### src/uci_pkg.sv
/*
 upgrade command interface package: command codes, characters, counts, timing.
 assumes a 250 MHz system clock; used by uci_top, uci_host_model and uci_top_tb.
*/
package uci_pkg;
  localparam logic [7:0] CMD_PASSWORD = 8'h00_E0;
  localparam logic [7:0] CMD_TARGETS = 8'h00_E1;
  localparam logic [7:0] CMD_COMPAT = 8'h00_E2;
  localparam logic [7:0] CMD_REVISION = 8'h00_E3;
  localparam logic [7:0] CMD_CAPABILITY = 8'h00_E4;
  localparam logic [7:0] PW_COUNT = 8'h0004;
  localparam logic [7:0] PW_CHAR_0 = 8'h0055;
  localparam logic [7:0] PW_CHAR_1 = 8'h0050;
  localparam logic [7:0] PW_CHAR_2 = 8'h0047;
  localparam logic [7:0] PW_CHAR_3 = 8'h0044;
  localparam logic [2:0] PW_LEN = 3'h5;
  localparam logic [7:0] CHAR_PRIMARY = 8'h0070;
  localparam logic [7:0] CHAR_SECONDARY = 8'h0073;
  localparam logic [7:0] CHAR_INTERFACE = 8'h0069;
  localparam logic [7:0] NO_DATA = 8'h00FF;
  localparam logic [4:0] COUNT_TARGETS = 5'h03;
  localparam logic [4:0] COUNT_COMPAT = 5'h10;
  localparam logic [4:0] COUNT_REVISION = 5'h07;
  localparam logic [4:0] COUNT_CAPABILITY = 5'h07;
  localparam logic [1:0] TGT_PRIMARY = 2'h0;
  localparam logic [1:0] TGT_SECONDARY = 2'h1;
  localparam logic [1:0] TGT_INTERFACE = 2'h2;
  localparam logic [1:0] TGT_NONE = 2'h3;
  localparam logic [1:0] SEC_COMPAT = 2'h0;
  localparam logic [1:0] SEC_REVISION = 2'h1;
  localparam logic [1:0] SEC_CAPABILITY = 2'h2;
  localparam int INFO_AW = 8;
  localparam longint CLK_HZ = 250_000_000;
  localparam longint LAMP_PHASE_MS = 250;
  localparam longint ADDR_SETTLE_S = 15;
  localparam longint LAMP_PHASE_CYCLES = LAMP_PHASE_MS * CLK_HZ / 1000;
  localparam longint ADDR_SETTLE_CYCLES = ADDR_SETTLE_S * CLK_HZ;
  localparam logic [2:0] DEFAULT_ADDR_LOW = 3'h0;
  localparam int FAN_LIMIT_DIV = 5;
  typedef enum {UCI_IDLE, UCI_BOOT_GOOD, UCI_UPGRADING, UCI_FAULT} uci_boot_type;
endpackage

### src/uci_info_mem.sv
/*
 byte memory holding compatibility code, revision and capability per processor.
 assumes one writer (firmware load port) and one reader; read data registered.
*/
`timescale 1ns/1ns
`default_nettype none
module uci_info_mem #(
  parameter int AW = 8
) (
  // clock and reset
  input wire logic sys_clk,
  input wire logic reset,
  // load side
  input wire logic wr_en,
  input wire logic [AW-1:0] wr_addr,
  input wire logic [7:0] wr_data,
  // read side
  input wire logic rd_en,
  input wire logic [AW-1:0] rd_addr,
  output logic [7:0] rd_q
);
  logic [7:0] mem [0:(1<<AW)-1];

  always_ff @(posedge sys_clk) begin
    if (wr_en) begin
      mem[wr_addr] <= wr_data;
    end
  end

  always_ff @(posedge sys_clk) begin
    if (reset) begin
      rd_q <= 8'h0000;
    end else if (rd_en) begin
      rd_q <= mem[rd_addr];
    end
  end
endmodule // uci_info_mem
`default_nettype wire

### src/uci_top.sv
/*
 upgrade command interface: state-change alert, hot-plug address, upgrade front end
 and fault lamp coding. assumes a pmbus transaction layer that frames commands,
 checks pec and turns read requests into bytes; all inputs synchronous to sys_clk.
*/
// Contract
// - raise a state-change alert at first power-up after reset
// - power-up attention stays set until the master reads status
// - any change in standard or vendor status bits raises the alert
// - answer on address with low three bits zero until settle time ends
// - remote off extinguishes the output good lamp
// - warn without shutdown when fan speeds differ by over twenty percent
// - information-only alarms are reported and never cause a shutdown
// - application runs after reset only when the upgrade validated; here reset itself sets app_run high with no check
// - fault lamp: off idle, wink boot good, fast blink upgrading, on failed
// - wink is a quarter second lit, three quarters dark
// - fast blink is a quarter second lit, a quarter dark
// - boot loader switches the main output off before reprogramming
// - unlock is command e0, count four, chars upgd, valid pec
// - read of e1 returns p, s and i as ascii characters
// - selector byte is an ascii character p, s or i naming the target
// - read of e2 returns sixteen compatibility characters of the target
// - e3 returns count seven then revision and build date bytes
// - e4 reports the reprogramming capability of the selected target
// - capability holds max bytes, erase ms, write us and application crc
`timescale 1ns/1ns
`default_nettype none
module uci_top #(
  parameter logic [31:0] PHASE_CYCLES = 32'(uci_pkg::LAMP_PHASE_CYCLES),
  parameter logic [31:0] SETTLE_CYCLES = 32'(uci_pkg::ADDR_SETTLE_CYCLES),
  parameter int STATUS_W = 16,
  parameter int FAN_W = 16
) (
  // clock and reset
  input wire logic sys_clk,
  input wire logic reset,
  // transaction layer
  input wire logic txn_begin,
  input wire logic [7:0] txn_cmd,
  input wire logic wr_valid,
  input wire logic [7:0] wr_data,
  input wire logic txn_end,
  input wire logic txn_pec_ok,
  input wire logic rd_req,
  output logic rd_valid,
  output logic [7:0] rd_data,
  output logic cmd_ignored,
  output logic unlocked,
  // status and alert
  input wire logic [STATUS_W-1:0] std_status,
  input wire logic [STATUS_W-1:0] mfr_status,
  input wire logic status_read,
  input wire logic clear_faults,
  output logic alert,
  // addressing
  input wire logic [6:0] backplane_addr,
  output logic [6:0] bus_address,
  // info memory load
  input wire logic info_wr_en,
  input wire logic [uci_pkg::INFO_AW-1:0] info_wr_addr,
  input wire logic [7:0] info_wr_data,
  // monitoring
  input wire logic [FAN_W-1:0] fan_speed_a,
  input wire logic [FAN_W-1:0] fan_speed_b,
  input wire logic [8:0] info_alarms,
  output logic fan_warning,
  output logic info_warning,
  // boot loader events
  input wire logic boot_enter,
  input wire logic boot_erase,
  input wire logic boot_done_ok,
  input wire logic boot_done_fail,
  input wire logic boot_exit,
  output logic app_run,
  // output and lamps
  input wire logic output_request,
  input wire logic remote_off,
  input wire logic module_present_sense,
  output logic main_output_en,
  output logic output_good_lamp,
  output logic fault_lamp
);
  import uci_pkg::*;

  function automatic logic [1:0] tgt_code(input logic [7:0] ch);
    case (ch)
      CHAR_PRIMARY: tgt_code = TGT_PRIMARY;
      CHAR_SECONDARY: tgt_code = TGT_SECONDARY;
      CHAR_INTERFACE: tgt_code = TGT_INTERFACE;
      default: tgt_code = TGT_NONE;
    endcase
  endfunction

  function automatic logic fans_differ(input logic [FAN_W-1:0] a, input logic [FAN_W-1:0] b);
    logic [FAN_W-1:0] big;
    logic [FAN_W-1:0] diff;
    big = (a > b) ? a : b;
    diff = (a > b) ? (a - b) : (b - a);
    fans_differ = ((FAN_W+3)'(diff) * (FAN_W+3)'(FAN_LIMIT_DIV)) > (FAN_W+3)'(big);
  endfunction

  function automatic logic [7:0] pw_expect(input logic [2:0] pos);
    case (pos)
      3'h0: pw_expect = PW_COUNT;
      3'h1: pw_expect = PW_CHAR_0;
      3'h2: pw_expect = PW_CHAR_1;
      3'h3: pw_expect = PW_CHAR_2;
      3'h4: pw_expect = PW_CHAR_3;
      default: pw_expect = NO_DATA;
    endcase
  endfunction

  logic [7:0] cur_cmd;
  logic [2:0] wr_cnt;
  logic pw_match;
  logic [1:0] target;
  logic [4:0] byte_idx;
  logic [4:0] rd_count;
  logic [1:0] rd_sec;
  logic rd_allowed;
  logic rd_pend;
  logic [4:0] pend_idx;
  logic [7:0] mem_q;
  logic pu_pending;
  logic chg_pending;
  logic status_changed;
  logic [STATUS_W-1:0] prev_std;
  logic [STATUS_W-1:0] prev_mfr;
  logic [31:0] settle_cnt;
  logic settled;
  logic [31:0] phase_cnt;
  logic [1:0] phase;
  uci_boot_type boot_state;
  logic in_boot;
  logic next_fault_lamp;

  // command framing and unlock
  always_ff @(posedge sys_clk) begin
    if (reset) begin
      cur_cmd <= 8'h0000;
      wr_cnt <= 3'h0;
      pw_match <= 1'b0;
      target <= TGT_NONE;
      unlocked <= 1'b0;
    end else if (txn_begin) begin
      cur_cmd <= txn_cmd;
      wr_cnt <= 3'h0;
      pw_match <= 1'b1;
      target <= TGT_NONE;
    end else begin
      if (wr_valid) begin
        if (wr_cnt != 3'h7) begin
          wr_cnt <= wr_cnt + 3'h1;
        end
        if (wr_data != pw_expect(wr_cnt)) begin
          pw_match <= 1'b0;
        end
        if (wr_cnt == 3'h0) begin
          target <= tgt_code(wr_data);
        end
      end
      if (txn_end && cur_cmd == CMD_PASSWORD && pw_match && wr_cnt == PW_LEN && txn_pec_ok) begin
        unlocked <= 1'b1;
      end
    end
  end

  // read decode
  always_comb begin
    rd_count = 5'h00;
    rd_sec = SEC_COMPAT;
    rd_allowed = 1'b0;
    case (cur_cmd)
      CMD_TARGETS: begin
        rd_count = COUNT_TARGETS;
        rd_allowed = unlocked;
      end
      CMD_COMPAT: begin
        rd_count = COUNT_COMPAT;
        rd_allowed = unlocked && target != TGT_NONE;
      end
      CMD_REVISION: begin
        rd_count = COUNT_REVISION;
        rd_sec = SEC_REVISION;
        rd_allowed = unlocked && target != TGT_NONE;
      end
      CMD_CAPABILITY: begin
        rd_count = COUNT_CAPABILITY;
        rd_sec = SEC_CAPABILITY;
        rd_allowed = unlocked && target != TGT_NONE;
      end
      default: begin
        rd_allowed = 1'b0;
      end
    endcase
  end

  uci_info_mem #(.AW(INFO_AW)) u_info (
    .sys_clk(sys_clk),
    .reset(reset),
    .wr_en(info_wr_en),
    .wr_addr(info_wr_addr),
    .wr_data(info_wr_data),
    .rd_en(rd_req),
    .rd_addr({target, rd_sec, 4'(byte_idx - 5'h01)}),
    .rd_q(mem_q)
  );

  // read answer: count byte first, then data bytes
  always_ff @(posedge sys_clk) begin
    if (reset) begin
      byte_idx <= 5'h00;
      rd_pend <= 1'b0;
      pend_idx <= 5'h00;
      rd_valid <= 1'b0;
      rd_data <= 8'h0000;
      cmd_ignored <= 1'b0;
    end else begin
      rd_pend <= rd_req && rd_allowed;
      cmd_ignored <= rd_req && !rd_allowed;
      rd_valid <= rd_pend;
      if (txn_begin) begin
        byte_idx <= 5'h00;
      end else if (rd_req && rd_allowed && byte_idx != 5'h1F) begin
        byte_idx <= byte_idx + 5'h01;
      end
      if (rd_req) begin
        pend_idx <= byte_idx;
      end
      if (rd_pend) begin
        if (pend_idx == 5'h00) begin
          rd_data <= {3'h0, rd_count};
        end else if (pend_idx > rd_count) begin
          rd_data <= NO_DATA;
        end else if (cur_cmd == CMD_TARGETS) begin
          case (pend_idx)
            5'h01: rd_data <= CHAR_PRIMARY;
            5'h02: rd_data <= CHAR_SECONDARY;
            default: rd_data <= CHAR_INTERFACE;
          endcase
        end else begin
          rd_data <= mem_q;
        end
      end
    end
  end

  // state-change alert
  assign status_changed = (std_status != prev_std) || (mfr_status != prev_mfr);

  always_ff @(posedge sys_clk) begin
    if (reset) begin
      prev_std <= '0;
      prev_mfr <= '0;
      pu_pending <= 1'b1;
      chg_pending <= 1'b0;
      alert <= 1'b0;
    end else begin
      prev_std <= std_status;
      prev_mfr <= mfr_status;
      if (status_read) begin
        pu_pending <= 1'b0;
      end
      if (status_changed) begin
        chg_pending <= 1'b1;
      end else if (clear_faults) begin
        chg_pending <= 1'b0;
      end
      alert <= pu_pending || chg_pending;
    end
  end

  // hot-plug address settling
  always_ff @(posedge sys_clk) begin
    if (reset) begin
      settle_cnt <= 32'h0000_0000;
      settled <= 1'b0;
      bus_address <= 7'h00;
    end else begin
      if (!settled) begin
        settle_cnt <= settle_cnt + 32'h0000_0001;
        settled <= settle_cnt >= SETTLE_CYCLES - 32'h0000_0001;
      end
      bus_address <= settled ? backplane_addr : {backplane_addr[6:3], DEFAULT_ADDR_LOW};
    end
  end

  // monitoring warnings, no shutdown path
  always_ff @(posedge sys_clk) begin
    if (reset) begin
      fan_warning <= 1'b0;
      info_warning <= 1'b0;
    end else begin
      fan_warning <= fans_differ(fan_speed_a, fan_speed_b);
      info_warning <= |info_alarms;
    end
  end

  // boot loader state
  always_ff @(posedge sys_clk) begin
    if (reset) begin
      boot_state <= UCI_IDLE;
      app_run <= 1'b1;
    end else begin
      case (boot_state)
        UCI_IDLE: begin
          if (boot_enter) begin
            boot_state <= UCI_BOOT_GOOD;
            app_run <= 1'b0;
          end
        end
        UCI_BOOT_GOOD: begin
          if (boot_erase) begin
            boot_state <= UCI_UPGRADING;
          end else if (boot_exit) begin
            boot_state <= UCI_IDLE;
            app_run <= 1'b1;
          end
        end
        UCI_UPGRADING: begin
          if (boot_done_ok) begin
            boot_state <= UCI_BOOT_GOOD;
          end else if (boot_done_fail) begin
            boot_state <= UCI_FAULT;
          end
        end
        UCI_FAULT: begin
          if (boot_erase) begin
            boot_state <= UCI_UPGRADING;
          end
        end
        default: begin
          boot_state <= UCI_IDLE;
        end
      endcase
    end
  end

  assign in_boot = boot_state != UCI_IDLE;

  always_ff @(posedge sys_clk) begin
    if (reset) begin
      main_output_en <= 1'b0;
      output_good_lamp <= 1'b0;
    end else begin
      main_output_en <= output_request && !remote_off && !in_boot;
      output_good_lamp <= output_request && !remote_off && !in_boot &&
        module_present_sense;
    end
  end

  // quarter-second lamp phases
  always_ff @(posedge sys_clk) begin
    if (reset) begin
      phase_cnt <= 32'h0000_0000;
      phase <= 2'h0;
    end else if (phase_cnt >= PHASE_CYCLES - 32'h0000_0001) begin
      phase_cnt <= 32'h0000_0000;
      phase <= phase + 2'h1;
    end else begin
      phase_cnt <= phase_cnt + 32'h0000_0001;
    end
  end

  always_comb begin
    case (boot_state)
      UCI_BOOT_GOOD: next_fault_lamp = phase == 2'h0;
      UCI_UPGRADING: next_fault_lamp = !phase[0];
      UCI_FAULT: next_fault_lamp = 1'b1;
      default: next_fault_lamp = 1'b0;
    endcase
  end

  always_ff @(posedge sys_clk) begin
    if (reset) begin
      fault_lamp <= 1'b0;
    end else begin
      fault_lamp <= next_fault_lamp;
    end
  end

  a_powerup_alert: assert property (@(posedge sys_clk) disable iff (reset)
    pu_pending |=> alert) else $error("power-up alert missing");
  a_pending_hold: assert property (@(posedge sys_clk) disable iff (reset)
    pu_pending && !status_read |=> pu_pending) else $error("power-up flag dropped early");
  a_change_alert: assert property (@(posedge sys_clk) disable iff (reset)
    status_changed |=> ##1 alert) else $error("status change not alerted");
  a_default_addr: assert property (@(posedge sys_clk) disable iff (reset)
    !settled |=> bus_address[2:0] == 3'h0) else $error("address not defaulted");
  a_remote_off_lamp: assert property (@(posedge sys_clk) disable iff (reset)
    remote_off |=> !output_good_lamp) else $error("good lamp lit while off");
  a_fan_warn: assert property (@(posedge sys_clk) disable iff (reset)
    fan_speed_a > 16'h0000 && fan_speed_b == 16'h0000 |=> fan_warning)
    else $error("fan mismatch not warned");
  a_exit_gate: assert property (@(posedge sys_clk) disable iff (reset)
    $rose(app_run) |-> $past(boot_state) == UCI_BOOT_GOOD)
    else $error("application run without validation");
  a_fault_lamp_on: assert property (@(posedge sys_clk) disable iff (reset)
    boot_state == UCI_FAULT [*2] |-> fault_lamp) else $error("fault lamp not steady");
  a_boot_output_off: assert property (@(posedge sys_clk) disable iff (reset)
    in_boot |=> !main_output_en) else $error("output on during boot");
  a_locked_ignore: assert property (@(posedge sys_clk) disable iff (reset)
    rd_req && !unlocked |=> cmd_ignored ##1 !rd_valid) else $error("locked read answered");
  a_count_first: assert property (@(posedge sys_clk) disable iff (reset)
    rd_req && rd_allowed && byte_idx == 5'h00 && cur_cmd == CMD_REVISION
    |=> ##1 rd_valid && rd_data == 8'h0007) else $error("revision count wrong");
  a_target_p: assert property (@(posedge sys_clk) disable iff (reset)
    rd_req && rd_allowed && cur_cmd == CMD_TARGETS && byte_idx == 5'h01
    |=> ##1 rd_data == 8'h0070) else $error("target list wrong");
  c_unlock: cover property (@(posedge sys_clk) $rose(unlocked));
  c_upgrade_ok: cover property (@(posedge sys_clk)
    boot_state == UCI_UPGRADING ##1 boot_state == UCI_BOOT_GOOD);
  c_compat_read: cover property (@(posedge sys_clk) rd_valid && cur_cmd == CMD_COMPAT);
  c_settled: cover property (@(posedge sys_clk) $rose(settled));
endmodule // uci_top
`default_nettype wire

### config.mk
export PLATFORM = sky130hd
export DESIGN_NAME = uci_top
export DESIGN_NICKNAME = d
export VERILOG_FILES = /design/src/uci_pkg.sv /design/src/uci_info_mem.sv /design/src/uci_top.sv
export SDC_FILE = /design/constraint.sdc
export NUM_CORES = 2
export LEC_CHECK = 0
export BUFFER_PORTS_ARGS = -buffer_cell sky130_fd_sc_hd__clkbuf_2
export CORE_MARGIN = 5
export CORE_UTILIZATION = 66
export DETAILED_ROUTE_END_ITERATION = 16
export PLACE_DENSITY_LB_ADDON = 0.3
export SYNTH_ARGS = -nofsm -noshare
export SYNTH_HDL_FRONTEND = slang
export SYNTH_SLANG_ARGS = --single-unit
### constraint.sdc
create_clock -name sys_clk -period 10.9 [get_ports sys_clk]
set_clock_uncertainty 0.2 [all_clocks]
set_input_delay 1.09 -clock sys_clk [delete_from_list [all_inputs] [get_ports sys_clk]]
set_output_delay 1.09 -clock sys_clk [all_outputs]
set_load 0.01 [all_outputs]
==> metrics.md <==
| Metric | Value |
|---|---|
| Total of warnings raised by yosys | 0 |
| Number of antenna-violating nets in the routed design | 0 |
| I/O Pins | between 150 and 200 |
| Antenna violations before repair | 6 |
| EDFF count, synth | about 1500 |
| Final setup violation count | 0 |
| Delay contributed by the slowest stage of the critical path | 560 ps |
| MaxCap Viol Count | 0 |
| Fin. max-slew vios | 0 |
| Mean cell area of the mapped netlist | ~17 sq um |
| Worst Tran Pin Value | approximately 1200 ps |
| Utilization after layout | 0.732 |
| Most frequent CP cell | ha_1 |
| Worst setup EP type | register |
| Launching element of the worst setup path | fan_speed_a[14] |
| Startpoint type of the worst setup path | input port |
| Path class of the lowest-slack min-delay path | reg2reg |
| Starting density of the core | 0.665 |
| Netlist area before placement | about 70000 sq um |
| Reg2reg start | byte_idx[0]$_SDFFE_PP0P_ |
| Via count of the first global-routing pass | 39500 |
| Overall die area | around 110000 sq um |
| Final HPWL DP | approximately 100000 microns |
| Peak fanout along the critical path | 26 |
| Number of clock sinks seen by CTS | 1705 |
| Largest net degree at the start of global routing | around 120 |
| Post-detailed-routing wire length | 171000 microns |
| Area overhead of the layout relative to synthesis | 10.1% |
| Number of DRC markers in iteration 0 | roughly 5400 |
| Clock tree buffer depth | 3 |
| Number of nets at the end of the flow | 4478 |
| Total number of vias | 39400 |
| Overall die width | around 340 microns |
| Share of post-route cells with drive strength above 1 | 0.198 |
| Leakage power | 24.8 nW |
| Syn Inst Count | approximately 4100 |
| Wire length of the first global-routing pass | approximately 250000 microns |
| FF+latch count, synth | 1705 |
| Data arrival at the endpoint of the critical path | between 7000 and 8000 ps |
| Height of the die | around 340 microns |
| Placeable core region | roughly 110000 sq um |
| Fin crit period | just under 7000 ps |
| Resized cells post-CTS | 0 |
| Cells after DPL | between 5000 and 6000 |
| Global routing usage summed across all routing layers | 0.306 |
| Worst EP required | between 10000 and 15000 ps |
| Fin crit share | 0.622 |
| Max-Slew Margin vs Limit | 0.176 |
| Main flop type after synthesis | edfxtp_1 |
| Yosys cell types | 85 |
| Number of rows in the core area | ~120 |
| Async SR Flop Fraction | 0 |
| Critical Path Slowest Stage Cell | a21oi_4 |
| Sum of negative setup slack | 0 ps |
| Number of design rule violations left after detail routing | 0 |
| Unrepaired setup endpoints after global routing | false |
| Grt ovf | 0 |
| Mean routed wirelength per cell | around 30 microns |
| Cts hold-fix bufs | 0 |
| Vias/cell | just under 7 |
| Setup bufs post-CTS | 0 |
| Skew-Pair Late Insertion Delay | between 700 and 800 ps |
| Non-filler cells in the finished layout | between 5000 and 6000 |
| Maximum vdd ir drop | between 0.15 and 0.2 mV |
| Category of cells accounting for the largest share of critical-path delay | compound AO/OA/AOI/OAI gates |
| Run status | finished, final reports clean |
| Sequential area share after synthesis | 0.709 |
| PD cells | 173 nW/um^2 |
| Non-Filler Cell Area, Final | just under 80000 sq um |
| Maximum level of the CTS H-tree | 4 |
| Clock root cell | clkbuf_16 |
| Clock Pin Slew Worst Setup and Hold Paths | around 70 ps |
| Number of hold violations in the final report | 0 |
| GPL Wtd Cong | 0.868 |
| First-pass iteration count of the detailed router | 12 |
| Number of buffers inserted during clock tree synthesis | between 150 and 200 |
| Standard cell area after detailed placement | a little over 70000 sq um |
| Clock tree from TritonCTS | yes |
| Worst Setup Path Type | in2reg |
| Port bufs | between 150 and 200 |
| Combined buffer and inverter count along the critical path | 3 |
| Hold_sp | phase_cnt[0]$_SDFF_PP0_ |
| Max Clk Rate | 147 MHz |
==> kinds of logic after synthesis <==
family,count (synthesis),share of synthesized area
AO/OA/AOI/OAI,277,0.0256
XOR/XNOR,116,0.0145
adder cells (fa/ha/maj),96,0.0174
buffers and inverters,295,0.0201
flip-flops,1705,0.709
multiplexers,460,0.139
other,1,0.0000536
AND/OR/NAND/NOR,1159,0.0748
==> state kept, by name, indices dropped and copies added (netlist names), 3 cells and up <==
register / count
bus_address: 7
byte_idx: 5
cur_cmd: 8
pend_idx: 5
phase_cnt: 32
prev_mfr: 16
prev_std: 16
rd_data: 8
settle_cnt: 32
u_info.mem: 1544
u_info.rd_q: 8
wr_cnt: 3
==> through the flow <==
step           hold slack (ps)  power, mW  setup WS (ps)
5_1_grt                    280       13.8           3680
3_5_place_dp               250       8.06           3420
4_1_cts                    255       13.4           4200
6_report                   264       13.4           4120
3_3_place_gp               241       8.04           3460
2_1_floorplan              226       7.80           4290
==> final cells by class <==
class	instances	area [sq um]
fill	5975	28300
inverter	64	240
tap	1391	1740
timing repair buffer	205	1280
antenna	3	7.51
sequential	1705	49600
clock buffer	221	4420
clock inverter	74	677
multi-input combinational	2114	19100
==> worst reg2reg max path, stage by stage (launching register included) <==
cell and delay [ps]:
dfxtp_4 870, inv_1 200, ha_4 700, buf_4 770, buf_12 600, mux4_2 560
nand2_1 80, and3_1 230, a31oi_1 120, a221oi_1 580, a311oi_1 120, o221a_2 320
==> path summary, 6_finish.rpt <==
| check | slack [ps] | endpoint | depth (start not counted) |
|---|---|---|---|
| worst max register to register | 5430 | u_info.rd_q[2]$_SDFFE_PP0P_ | 11 |
| worst min register to register | 260 | phase_cnt[0]$_SDFF_PP0_ | 1 |
| worst max-delay path | 4120 | fan_warning$_SDFF_PP0_ | 28 |
| worst min-delay path | 260 | phase_cnt[0]$_SDFF_PP0_ | 1 |
==> Yosys cell counts (4+ instances only) <==
| cell | count | area [sq um] |
|---|---|---|
| mux2i_1 | 50 | 500 |
| nor2b_1 | 60 | 375 |
| nor3_1 | 18 | 90.1 |
| nand3_1 | 208 | 1040 |
| a21oi_1 | 87 | 435 |
| buf_1 | 22 | 82.6 |
| a31oi_1 | 29 | 181 |
| nor2_1 | 367 | 1380 |
| nand2b_1 | 10 | 62.6 |
| edfxtp_1 | 1544 | 46400 |
| o22ai_1 | 7 | 43.8 |
| a311oi_1 | 8 | 70.1 |
| and3_1 | 23 | 144 |
| o21ai_0 | 45 | 225 |
| nor3b_1 | 5 | 37.5 |
| o211ai_1 | 7 | 52.6 |
| clkbuf_1 | 105 | 394 |
| xnor2_1 | 61 | 534 |
| nand3b_1 | 5 | 37.5 |
| mux4_2 | 407 | 9170 |
| a21boi_0 | 4 | 30.0 |
| nand2_1 | 361 | 1360 |
| a211oi_1 | 15 | 113 |
| buf_2 | 50 | 250 |
| buf_6 | 6 | 67.6 |
| xor2_1 | 55 | 482 |
| nor4_1 | 12 | 75.1 |
| ha_1 | 91 | 1140 |
| nand4_1 | 50 | 313 |
| o221ai_1 | 6 | 52.6 |
| dfxtp_1 | 161 | 3220 |
| buf_4 | 47 | 353 |
| or3_1 | 9 | 56.3 |
| inv_1 | 63 | 236 |
| and2_1 | 8 | 50.1 |
| a21o_1 | 22 | 165 |
| o21a_1 | 5 | 37.5 |
==> report_power, final <==
part / leakage (nW) / internal [mW] / switching [mW]
clock network: 2.48 / 3.01 / 2.42
logic: 7.14 / 0.297 / 0.471
registers: 15.2 / 7.15 / 0.0163
==> layer usage <==
metal / routed length, microns / share of wire / up-vias / track usage
met5: 66 / 0.00039 / - / 0
met4: 7090 / 0.041 / 4 / 0.112
met3: 20900 / 0.12 / 465 / 0.0799
met2: 82000 / 0.48 / 2845 / 0.483
met1: 60800 / 0.36 / 19800 / 0.422
li1: - / - / 16300 / -
==> placed cells by master (no fill, tap or decap), drive strengths merged, types with 4 or more instances in the layout <==
cell      count
o21ai        48
o22ai         7
buf          60
clkinvlp      5
nand2b       10
o21a          5
a31oi        29
nor2        367
nand4        51
edfxtp     1544
a21boi        4
bufinv        6
a311oi        8
clkinv       57
nand3b        5
nor3         19
a21oi        89
ha           91
nor3b         6
nor2b        60
mux4        407
dfxtp       161
a21o         22
inv          70
and3         23
a211oi       15
nor4         14
and2          8
conb          6
or3           9
xor2         55
mux2i        50
xnor2        61
o221ai        6
nand2       361
clkbuf      366
o211ai        7
nand3       208
(Power assumes the default switching activity.)
